==> config.mk <==
export PLATFORM = sky130hd
export DESIGN_NAME = converter_cfg_regs
export DESIGN_NICKNAME = d
export VERILOG_FILES = /design/src/design/cfg_word.v /design/src/design/settle_decode.v /design/src/design/converter_cfg_regs.v
export VERILOG_INCLUDE_DIRS = /design/src /design/src/design
export SDC_FILE = /design/constraint.sdc
export NUM_CORES = 1
export LEC_CHECK = 0
export ABC_AREA = 1
export BUFFER_PORTS_ARGS = -buffer_cell sky130_fd_sc_hd__buf_4
export CAP_MARGIN = 20
export CORE_MARGIN = 3
export CORE_UTILIZATION = 29
export DETAILED_ROUTE_END_ITERATION = 10
export PLACE_DENSITY = 0.48
export SETUP_SLACK_MARGIN = 0.15
export SYNTH_ARGS = -nofsm -noshare
export SYNTH_HDL_FRONTEND = slang
export SYNTH_SLANG_ARGS = --single-unit
==> constraint.sdc <==
create_clock -name hclk -period 12.4 [get_ports hclk]
set_clock_uncertainty 0.15 [all_clocks]
set_input_delay 1.24 -clock hclk [delete_from_list [all_inputs] [get_ports hclk]]
set_output_delay 1.24 -clock hclk [all_outputs]
set_load 0.05 [all_outputs]
==> src/design/cfg_consts.vh <==
// constants for the converter configuration register bank
// assumes a 32-bit ahb-lite slave decoding word addresses
`ifndef CFG_CONSTS_VH
`define CFG_CONSTS_VH
// ************
// register indices, byte address is four times the index
// ************
`define IDX_CHANNEL_SELECT 8'h12
`define IDX_LOOP_SETTLING 8'h14
`define IDX_UPDATE_MODE 8'h15
`define IDX_OUTPUT_SPAN 8'h16
// ************
// reset values
// ************
`define RST_CHANNEL_SELECT 16'h0000
`define RST_LOOP_SETTLING 16'h2222
`define RST_UPDATE_MODE 16'h0000
`define RST_OUTPUT_SPAN 16'h0000
// ************
// writable masks: reserved bits are kept
// ************
`define MASK_CHANNEL_SELECT 16'h7fff
`define MASK_LOOP_SETTLING 16'hffff
`define MASK_UPDATE_MODE 16'h00ff
`define MASK_OUTPUT_SPAN 16'h00ff
// ************
// field positions
// ************
`define POS_LOCAL_TEMP 14
`define POS_REMOTE_TEMP 12
`define POS_CURRENT_SENSE 8
`define POS_EXTERNAL_IN 4
`define POS_INTERNAL_IN 0
`define POS_AUX_FIELD 4
`define POS_PRIMARY_FIELD 0
`define POS_PAIR_B_SPAN 2
`define POS_PAIR_A_SPAN 0
// ************
// settle codes and bipolar span codes
// ************
`define SETTLE_MAX_CODE 4'ha
`define SPAN_NEG4_POS1 2'h0
`define SPAN_NEG5_ZERO_A 2'h1
`define SPAN_NEG5_ZERO_B 2'h2
`define SPAN_ZERO_POS5 2'h3
// settling time in units of 0.1 ms
`define SETTLE_TENTHS_MS_0 9'h008
`define SETTLE_TENTHS_MS_1 9'h010
`define SETTLE_TENTHS_MS_2 9'h018
`define SETTLE_TENTHS_MS_3 9'h020
`define SETTLE_TENTHS_MS_4 9'h030
`define SETTLE_TENTHS_MS_5 9'h040
`define SETTLE_TENTHS_MS_6 9'h060
`define SETTLE_TENTHS_MS_7 9'h080
`define SETTLE_TENTHS_MS_8 9'h0c0
`define SETTLE_TENTHS_MS_9 9'h100
`define SETTLE_TENTHS_MS_10 9'h120
`define CLK_HZ 20000000
`endif

==> src/design/cfg_word.v <==
// one 16-bit configuration word with per-bit write mask
// assumes write strobe and data come from the bus slave on hclk
`timescale 1ns/1ns
module cfg_word #(
    parameter [15:0] RESET_VALUE = 16'h0000,
    parameter [15:0] WRITE_MASK = 16'hffff
) (
    input wire hclk, // clock
    input wire hresetn, // async reset, active low
    input wire write_en, // one-cycle write strobe
    input wire [15:0] write_data, // value to store
    output reg [15:0] value // stored value
);
    // reserved bits never change so they read back their zero reset
    always @(posedge hclk or negedge hresetn) begin
        if (!hresetn) begin
            value <= RESET_VALUE;
        end else if (write_en) begin
            value <= (write_data & WRITE_MASK) | (value & ~WRITE_MASK);
        end
    end
endmodule // cfg_word

==> src/design/settle_decode.v <==
// maps one 4-bit settle code to a settling time and a cycle count
// assumes the code comes from a register on the same clock
`timescale 1ns/1ns
`include "cfg_consts.vh"
module settle_decode (
    input wire [3:0] code, // settle code
    output reg [8:0] tenths_ms, // settling time, 0.1 ms units
    output wire valid, // code is in the legal range
    output wire [31:0] cycles // settling time in hclk cycles
);
    always @* begin
        case (code)
            4'h0: tenths_ms = `SETTLE_TENTHS_MS_0;
            4'h1: tenths_ms = `SETTLE_TENTHS_MS_1;
            4'h2: tenths_ms = `SETTLE_TENTHS_MS_2;
            4'h3: tenths_ms = `SETTLE_TENTHS_MS_3;
            4'h4: tenths_ms = `SETTLE_TENTHS_MS_4;
            4'h5: tenths_ms = `SETTLE_TENTHS_MS_5;
            4'h6: tenths_ms = `SETTLE_TENTHS_MS_6;
            4'h7: tenths_ms = `SETTLE_TENTHS_MS_7;
            4'h8: tenths_ms = `SETTLE_TENTHS_MS_8;
            4'h9: tenths_ms = `SETTLE_TENTHS_MS_9;
            4'ha: tenths_ms = `SETTLE_TENTHS_MS_10;
            default: tenths_ms = 9'h000;
        endcase
    end
    assign valid = (code <= `SETTLE_MAX_CODE);
    // 0.1 ms is clk/10000 cycles; invalid codes give zero
    assign cycles = tenths_ms * (`CLK_HZ / 10000);
endmodule // settle_decode

==> src/design/converter_cfg_regs.v <==
// converter configuration register bank behind an ahb-lite slave
// assumes a single master, word transfers, hready tied to hreadyout
`timescale 1ns/1ns
`include "cfg_consts.vh"
// Functional notes
// a set channel-select bit puts that input into the conversion cycle
// a clear channel-select bit skips that input in the conversion cycle
// four 4-bit settle codes, loop d high to loop a low, reset 0010
// settle codes 0 to 10 map 0.8 to 28.8 ms; higher codes invalid
// a set update-mode bit makes that output synchronous
// a clear update-mode bit makes it asynchronous, the reset state
// in closed loop the four primary outputs always update asynchronously
// a clear aux span bit gives the 0 to 5 V range
// a set aux span bit gives the 2.5 to 7.5 V range
// pair span 00 gives -4..1 V, 01/10 give -5..0 V, 11 gives 0..5 V
// software keeps reserved bits at zero
// channel select sits at index 0x12 and resets to zero
// all fields read back what was written, reset to printed values
module converter_cfg_regs (
    input wire hclk, // bus clock, 20 MHz
    input wire hresetn, // async reset, active low
    input wire hsel, // slave select
    input wire [31:0] haddr, // byte address
    input wire [1:0] htrans, // transfer type
    input wire hwrite, // write when high
    input wire [2:0] hsize, // transfer size
    input wire [31:0] hwdata, // write data
    input wire hready, // bus ready
    output reg [31:0] hrdata, // read data
    output wire hreadyout, // slave ready, always high
    output wire hresp, // response, always okay
    input wire closed_loop_active, // closed-loop controllers running
    output wire [14:0] channel_include, // inputs taken into adc cycle
    output wire [3:0] settle_valid, // per-loop settle code is legal
    output wire [127:0] settle_cycles, // per-loop settle time in cycles
    output wire [7:0] output_sync, // 1 synchronous, 0 asynchronous
    output wire [3:0] aux_span_high, // 1 gives 2.5..7.5 V, 0 gives 0..5 V
    output wire [1:0] pair_span_neg4, // pair in -4..1 V
    output wire [1:0] pair_span_neg5, // pair in -5..0 V
    output wire [1:0] pair_span_pos5 // pair in 0..5 V
);
    // ************
    // bus slave
    // ************
    reg wr_pending;
    reg [7:0] wr_index;
    wire access;
    wire [7:0] addr_index;
    wire [15:0] channel_select_word;
    wire [15:0] loop_settling_word;
    wire [15:0] update_mode_word;
    wire [15:0] output_span_word;
    reg [15:0] next_rdata;

    assign access = hsel & hready & htrans[1];
    assign addr_index = haddr[9:2];
    // zero wait states; every access finishes with okay
    assign hreadyout = 1'b1;
    assign hresp = 1'b0;

    always @(posedge hclk or negedge hresetn) begin
        if (!hresetn) begin
            wr_pending <= 1'b0;
            wr_index <= 8'h00;
        end else begin
            wr_pending <= access & hwrite;
            wr_index <= addr_index;
        end
    end

    always @* begin
        case (addr_index)
            `IDX_CHANNEL_SELECT: next_rdata = channel_select_word;
            `IDX_LOOP_SETTLING: next_rdata = loop_settling_word;
            `IDX_UPDATE_MODE: next_rdata = update_mode_word;
            `IDX_OUTPUT_SPAN: next_rdata = output_span_word;
            default: next_rdata = 16'h0000;
        endcase
    end

    // read data is captured at the address phase; unmapped reads give zero
    always @(posedge hclk or negedge hresetn) begin
        if (!hresetn) begin
            hrdata <= 32'h00000000;
        end else if (access & ~hwrite) begin
            hrdata <= {16'h0000, next_rdata};
        end
    end

    // ************
    // register words
    // ************
    // reserved bits are masked off so a stray write cannot set them
    cfg_word #(
        .RESET_VALUE(`RST_CHANNEL_SELECT),
        .WRITE_MASK(`MASK_CHANNEL_SELECT)
    ) u_channel_select (
        .hclk(hclk),
        .hresetn(hresetn),
        .write_en(wr_pending & (wr_index == `IDX_CHANNEL_SELECT)),
        .write_data(hwdata[15:0]),
        .value(channel_select_word)
    );
    cfg_word #(
        .RESET_VALUE(`RST_LOOP_SETTLING),
        .WRITE_MASK(`MASK_LOOP_SETTLING)
    ) u_loop_settling (
        .hclk(hclk),
        .hresetn(hresetn),
        .write_en(wr_pending & (wr_index == `IDX_LOOP_SETTLING)),
        .write_data(hwdata[15:0]),
        .value(loop_settling_word)
    );
    cfg_word #(
        .RESET_VALUE(`RST_UPDATE_MODE),
        .WRITE_MASK(`MASK_UPDATE_MODE)
    ) u_update_mode (
        .hclk(hclk),
        .hresetn(hresetn),
        .write_en(wr_pending & (wr_index == `IDX_UPDATE_MODE)),
        .write_data(hwdata[15:0]),
        .value(update_mode_word)
    );
    cfg_word #(
        .RESET_VALUE(`RST_OUTPUT_SPAN),
        .WRITE_MASK(`MASK_OUTPUT_SPAN)
    ) u_output_span (
        .hclk(hclk),
        .hresetn(hresetn),
        .write_en(wr_pending & (wr_index == `IDX_OUTPUT_SPAN)),
        .write_data(hwdata[15:0]),
        .value(output_span_word)
    );

    // ************
    // field decode
    // ************
    wire local_temp_select;
    wire [1:0] remote_temp_select;
    wire [3:0] current_sense_select;
    wire [3:0] external_input_select;
    wire [3:0] internal_input_select;
    assign local_temp_select = channel_select_word[`POS_LOCAL_TEMP];
    assign remote_temp_select = channel_select_word[`POS_REMOTE_TEMP+:2];
    assign current_sense_select = channel_select_word[`POS_CURRENT_SENSE+:4];
    assign external_input_select = channel_select_word[`POS_EXTERNAL_IN+:4];
    assign internal_input_select = channel_select_word[`POS_INTERNAL_IN+:4];
    // a clear bit drops the input from the sequence
    assign channel_include = {local_temp_select, remote_temp_select,
        current_sense_select, external_input_select,
        internal_input_select}; // see

    genvar g;
    generate
        for (g = 0; g < 4; g = g + 1) begin : g_loop
            settle_decode u_settle (
                .code(loop_settling_word[4*g+:4]),
                .tenths_ms(),
                .valid(settle_valid[g]),
                .cycles(settle_cycles[32*g+:32])
            );
        end
    endgenerate

    wire [3:0] aux_out_update_mode;
    wire [3:0] primary_out_update_mode;
    assign aux_out_update_mode = update_mode_word[`POS_AUX_FIELD+:4];
    assign primary_out_update_mode = update_mode_word[`POS_PRIMARY_FIELD+:4];
    // closed loop overrides the primary outputs only, bits stay stored
    assign output_sync = {aux_out_update_mode,
        primary_out_update_mode & {4{~closed_loop_active}}}; // see

    wire [1:0] bipolar_pair_b_span;
    wire [1:0] bipolar_pair_a_span;
    assign aux_span_high = output_span_word[`POS_AUX_FIELD+:4]; // see
    assign bipolar_pair_b_span = output_span_word[`POS_PAIR_B_SPAN+:2];
    assign bipolar_pair_a_span = output_span_word[`POS_PAIR_A_SPAN+:2];
    assign pair_span_neg4 = {bipolar_pair_b_span == `SPAN_NEG4_POS1,
        bipolar_pair_a_span == `SPAN_NEG4_POS1};
    assign pair_span_neg5 = {
        (bipolar_pair_b_span == `SPAN_NEG5_ZERO_A) |
        (bipolar_pair_b_span == `SPAN_NEG5_ZERO_B),
        (bipolar_pair_a_span == `SPAN_NEG5_ZERO_A) |
        (bipolar_pair_a_span == `SPAN_NEG5_ZERO_B)};
    assign pair_span_pos5 = {bipolar_pair_b_span == `SPAN_ZERO_POS5,
        bipolar_pair_a_span == `SPAN_ZERO_POS5};
endmodule // converter_cfg_regs

# Yosys cells after proc, flatten, opt, wreduce, memory -nomap -nowiden
# Memory sizes are Yosys's and may differ from the RTL's.
# Cells that the tools add are included.
# word_totals
ff_bits	89
romBits	384
in_bits	75
out_inout_bits	199
word_cells	52
mem_count	4
# memory_table
name	depth	width	read_ports	rd_ports_with_merged_regs	wr	line_no	rtl
(no name shown)	16	6	1	0	0	settle_decode.v:12	case (code)
(no name shown)	16	6	1	0	0	settle_decode.v:12	
(no name shown)	16	6	1	0	0	settle_decode.v:12	
(no name shown)	16	6	1	0	0	settle_decode.v:12	
# classes
multipliers	4
n_lt_le_gt_ge	4
n_eq_ne	14
n_mux	1
n_bitwise	16
reduce_logical	2
# op_table
cell	count
equality test 8 x 5 -> 1 bit, second input constant	8
multiplier 9 x 7 -> 16 bit, second input constant	4
one-hot mux 16 bit (4 select lines)	1
bitwise OR 8 x 16 -> 16 bit	2
<= comparator 4 bit, second input constant	4
bitwise OR 15 x 16 -> 16 bit	1
bitwise AND 1 bit	8
equality test 2 bit, second input constant	4
bitwise AND 4 bit	1
equality test 2 x 1 -> 1 bit, second input constant	2
zero test 2 bit	2
NOT 1 bit	2
bitwise OR 1 bit	2

# Longest topological paths before layout
# logic_depth
ltp_word	3
mapped_depth	23
ltp_nobuf	23

# Modules after synthesis
# From an unflattened synthesis, not the netlist that was laid out.
# hier_totals
hier_cells	1312
area_unflattened_um2	9729.3
# modules_own_cells
module	instances	cells_per_inst	area_per_inst_um2	seq_area_each_um2
settle_decode at g_loop[0].u_settle ...	3	209	1468.9	0.0
converter_cfg_regs	1	254	1810.5	625.6
settle_decode at g_loop[3].u_settle	1	211	1505.2	0.0
cfg_word at u_output_span ...	2	43	369.1	200.2
cfg_word at u_loop_settling	1	68	649.4	405.4
cfg_word at u_channel_select	1	66	619.3	375.4

# Least setup slack after synthesis
# No wires, ideal clock.
# synth_timing
path_type	flip-flop to output port
from	reg u_loop_settling.value[5]
to	out settle_cycles[49]
arrival_time_ns	5.791
t_required_ns	11.010
setup_slack_ns	5.219
path_stages_with_launch	17
path_buffers	0
cell_sequence	dfstp_2 inv_1 ha_1 nor2_1 nor3_1 inv_1 fa_1 inv_1 fa_1 fa_1 ha_1 ha_1 a21oi_1 inv_1 a21oi_1 nand2_1 xor2_1
# synth_between
elab_chain_len	2
# synth_rtl
element	line_no	rtl
from (decl)	cfg_word.v:12	output reg [15:0] value
from (signal assigned)	cfg_word.v:19	value <= (write_data & WRITE_MASK) | (value & ~WRITE_MASK);
memory read (16 x 6 bit)	--	
multiplier 9 x 7 -> 16 bit	settle_decode.v:29	assign cycles = tenths_ms * (`CLK_HZ / 10000);
to (decl)	converter_cfg_regs.v:35	output wire [127:0] settle_cycles,
# Every way passes these cells.

# Final worst setup path
# layout_timing
from	reg u_loop_settling.value[5]
to	out settle_cycles[48]
# Same word-level chain as after synthesis.

==> results.txt <==
----------------------------------------------------
[Run status]
  Run status ... finished, final reports clean

[Placement]
  Placement Setup Slack ... between 5 and 6 ns
  Detail Placement HPWL ... 17610 microns
  Placement Cell Area ... between 10000 and 15000 sq um
  Port-buffer cells ... approximately 140
  Routability-driven placement congestion ratio ... 0.7880

[Timing]
  Slew headroom ... a little under two fifths
  Sum of negative setup slack ... 0 ns
  Period minus WS final ... slightly below 7 ns
  Final Hold Slack ... ~0.33 ns
  Top achievable clock speed ... 145.6 MHz
  Worst slew pin tran ... roughly 0.95 ns
  Number of pins with negative max-slew slack in the final report ... 0
  Final setup fails ... 0
  Final worst-path cycle share ... about 55%
  Least setup slack across all paths after layout ... 5.533 ns
  RSZ-0062 raised after global routing ... no
  Number of endpoints with negative hold slack in the final report ... 0

[Die]
  Initial core utilization ... a little under 30%
  Rows ... 64
  # IOs ... 274
  Die X-Extent ... between 150 and 200 microns
  Area of the core region ... 30670 sq um
  Die footprint ... about 33000 sq um
  Vertical die dimension ... approximately 180 microns

[Routing]
  Routed length per instance ... around 13 microns
  Detailed Routing Iterations Pass 1 ... 4
  Number of DRC violations after detailed routing ... 0
  Vias after detailed routing ... just over 7000
  Antenna Nets Post-Route ... 0
  Violation count after the first detailed-route iteration ... 290
  Routed vias/inst ... approximately 4.2
  DRT Wirelength ... roughly 22000 microns

[Clock tree]
  Root Buffer Master ... sky130_fd_sc_hd__clkbuf_16
  Clock buffer count from CTS ... 9
  Clock latency on the worst-skew pair ... 0.33 ns
  TritonCTS sink count ... 72
  Maximum buffer depth of the clock tree ... 2
  Gates resized, CTS repair ... 0
  CTS tree ... yes
  Register clock-pin slew on the reported worst setup and hold paths ... ~0.060 ns
  Hold buffer count at CTS ... 0
  Number of H-tree levels ... 3
  Setup Fix Bufs, Post-CTS ... 0

[Yosys]
  Number of synthesized flops with an enable pin ... 0
  Top flip-flop cell by instance count after synthesis ... sky130_fd_sc_hd__dfrtp_1
  Most common library cells after synthesis ... sky130_fd_sc_hd__nand2_1 (230), sky130_fd_sc_hd__inv_1 (217), sky130_fd_sc_hd__ha_1 (148)
  Synth Cell Area ... approximately 9000 sq um
  Library cell with the largest summed area after synthesis ... sky130_fd_sc_hd__ha_1
  Mean instance size in the synthesized netlist ... between 7 and 8 sq um
  Count of yosys warnings during synthesis ... 0
  Number of instances in the synthesized netlist ... 1151
  Number of register bits inferred by synthesis ... ~70
  Sequential cell area fraction in the yosys report ... around 20%
  Most frequent cell after synthesis ... sky130_fd_sc_hd__nand2_1
  Largest cells by area after synthesis ... sky130_fd_sc_hd__ha_1 (20%), sky130_fd_sc_hd__dfrtp_1 (19%), sky130_fd_sc_hd__fa_1 (12%)
  Synth top area share ... 20.48%
  Async set-reset flop share out of synthesis ... 100.0%
  Post-synthesis cell type count ... 36

[Layout]
  Area added between synthesis and finish ... 14.57%
  Fin nets ... about 1500
  Fraction of layout cells with a size suffix above 1 ... 13.52%
  Final instance area ... about 10000 sq um
  Core occupancy in the finished layout ... roughly a third
  Number of diodes added for antenna fixing ... 0
  # fillers ... 3288
  Sequential cell area ... between 1500 and 2000 sq um
  Area of the multi-input gates ... just under 6000 sq um

[Setup path]
  Startpoint type of the worst setup path ... register
  Nature of the critical path endpoint ... output pin
  Required time of the critical path ... approximately 11 ns
  Data arrival time of the worst path ... 5.48 ns
  Worst-path maximum fanout ... 5
  Startpoint-to-endpoint class of the critical path ... register to output pin

[Global route]
  Maximum number of pins on one net before global-route repair ... 73
  Number of antenna violations at the first check in global routing ... 0
  Vias in the first global route ... about 7000
  Overflow left after global routing ... 0
  Global-route wire length before repair ... ~36000 microns
  Total routing usage reported by global routing ... between 10% and 20%

[Run]
  Count of max-cap constraint violations ... 0

[Power]
  Worst-case vdd ir drop ... about 0.056 mV
  Leakage ... 0.006418 uW
  Areal power density over the cells ... about 62 nW/um^2

[Worst hold path]
  Hold WC Path Type ... register to register

----------------------------------------------------
[through the flow]
stage | total power, uW | std cells
after floorplan | 376.1 | 1243
after global placement | 384.0 | 1652
after detailed placement | 384.2 | 1652
after CTS | 652.2 | 1668
after global routing | 671.9 | 1668
final | 644.2 | 1668
[cell usage in the layout (no fill, tap or decap), types with 3 or more instances in the layout]
cell type,Yosys,routed
sky130_fd_sc_hd__dfstp_2,4,4
sky130_fd_sc_hd__a21o_1,4,4
sky130_fd_sc_hd__fa_1,56,56
sky130_fd_sc_hd__buf_4,106,143
sky130_fd_sc_hd__a21oi_1,31,31
sky130_fd_sc_hd__inv_1,217,217
sky130_fd_sc_hd__ha_1,148,148
sky130_fd_sc_hd__clkbuf_16,0,9
sky130_fd_sc_hd__o21bai_1,4,4
sky130_fd_sc_hd__o21ai_0,47,47
sky130_fd_sc_hd__conb_1,2,94
sky130_fd_sc_hd__nor3_1,7,6
sky130_fd_sc_hd__nor2_2,2,3
sky130_fd_sc_hd__xnor2_1,5,5
sky130_fd_sc_hd__dfrtp_1,68,68
sky130_fd_sc_hd__o22ai_1,8,8
sky130_fd_sc_hd__nand4_1,31,31
sky130_fd_sc_hd__nand2_1,230,230
sky130_fd_sc_hd__nor2_1,54,53
sky130_fd_sc_hd__xor2_1,26,26
sky130_fd_sc_hd__nand3_1,58,58
[worst paths after layout]
| path | from | to | slack (ns) | depth (start not counted) |
|---|---|---|---|---|
| hold / removal | hrdata[7]$_DFFE_PN0P_ | hrdata[7]$_DFFE_PN0P_ | 0.33 | 2 |
| setup reg to reg | wr_pending$_DFF_PN0_ | u_channel_select.value[11]$_DFFE_PN0P_ | 10.30 | 5 |
| min in group asynchronous | hresetn | hrdata[1]$_DFFE_PN0P_ | 0.90 | 1 |
| hold reg to reg | hrdata[7]$_DFFE_PN0P_ | hrdata[7]$_DFFE_PN0P_ | 0.33 | 2 |
| setup / recovery | u_loop_settling.value[5]$_DFFE_PN1P_ | settle_cycles[48] | 5.53 | 19 |
| max in group asynchronous | hresetn | hrdata[7]$_DFFE_PN0P_ | 10.59 | 1 |
[state kept, by name, summed over array words and instances, names as in the netlist]
signal                  flops
u_channel_select.value     15
u_output_span.value         8
u_update_mode.value         8
wr_pending                  1
u_loop_settling.value      16
wr_index                    8
hrdata                     16
[final cells by class]
class                           count  area share [%]
Multi-Input combinational cell    822           56.57
Clock buffer                       13           2.513
Sequential cell                    72           17.44
Inverter                          219           7.937
Timing Repair Buffer              143           10.36
Tap cell                          396           4.784
Clock inverter                      3          0.3866
[routing by layer]
layer / up-vias / routed length (microns) / part of all wire, % / track usage, %
met4: 0 / 188 / 0.86 / 2.651
met5: - / 0 / 0 / 0
met1: 3300 / 10700 / 49 / 18.49
li1: 3643 / - / - / -
met2: 127 / 10110 / 46 / 22.16
met3: 12 / 910 / 4.2 / 2.173
[worst max-delay path, cell delays in order, from the launching register on]
cell and delay, ns:
sky130_fd_sc_hd__dfstp_2 0.57, sky130_fd_sc_hd__inv_1 0.06, sky130_fd_sc_hd__ha_1 0.30, sky130_fd_sc_hd__inv_1 0.05, sky130_fd_sc_hd__o21ai_0 0.67, sky130_fd_sc_hd__inv_1 0.30
sky130_fd_sc_hd__fa_1 0.59, sky130_fd_sc_hd__inv_1 0.05, sky130_fd_sc_hd__fa_1 0.49, sky130_fd_sc_hd__inv_1 0.05, sky130_fd_sc_hd__fa_1 0.53, sky130_fd_sc_hd__inv_1 0.04
sky130_fd_sc_hd__ha_1 0.28, sky130_fd_sc_hd__ha_1 0.34, sky130_fd_sc_hd__inv_1 0.08, sky130_fd_sc_hd__o21bai_1 0.20, sky130_fd_sc_hd__inv_1 0.06, sky130_fd_sc_hd__nand2_1 0.08
sky130_fd_sc_hd__xor2_1 0.15, sky130_fd_sc_hd__buf_4 0.22
[power by group]
group	switching [uW]	leakage (uW)	internal, uW	total [uW]
clock network	98.3	0.000150	166	265
registers	4.51	0.000751	240	244
logic	113	0.00552	22.7	135
[cell families after synthesis]
kind of cell	share of synthesized area (%)
adders and majority gates	32.89
other	0.08308
AOI/OAI and AO/OA	6.353
buffers and inverters	19.10
DFF	19.99
and+or+nand+nor	18.59
xor gates and xnor gates	3.003
Power figures use the tool's default switching activity.
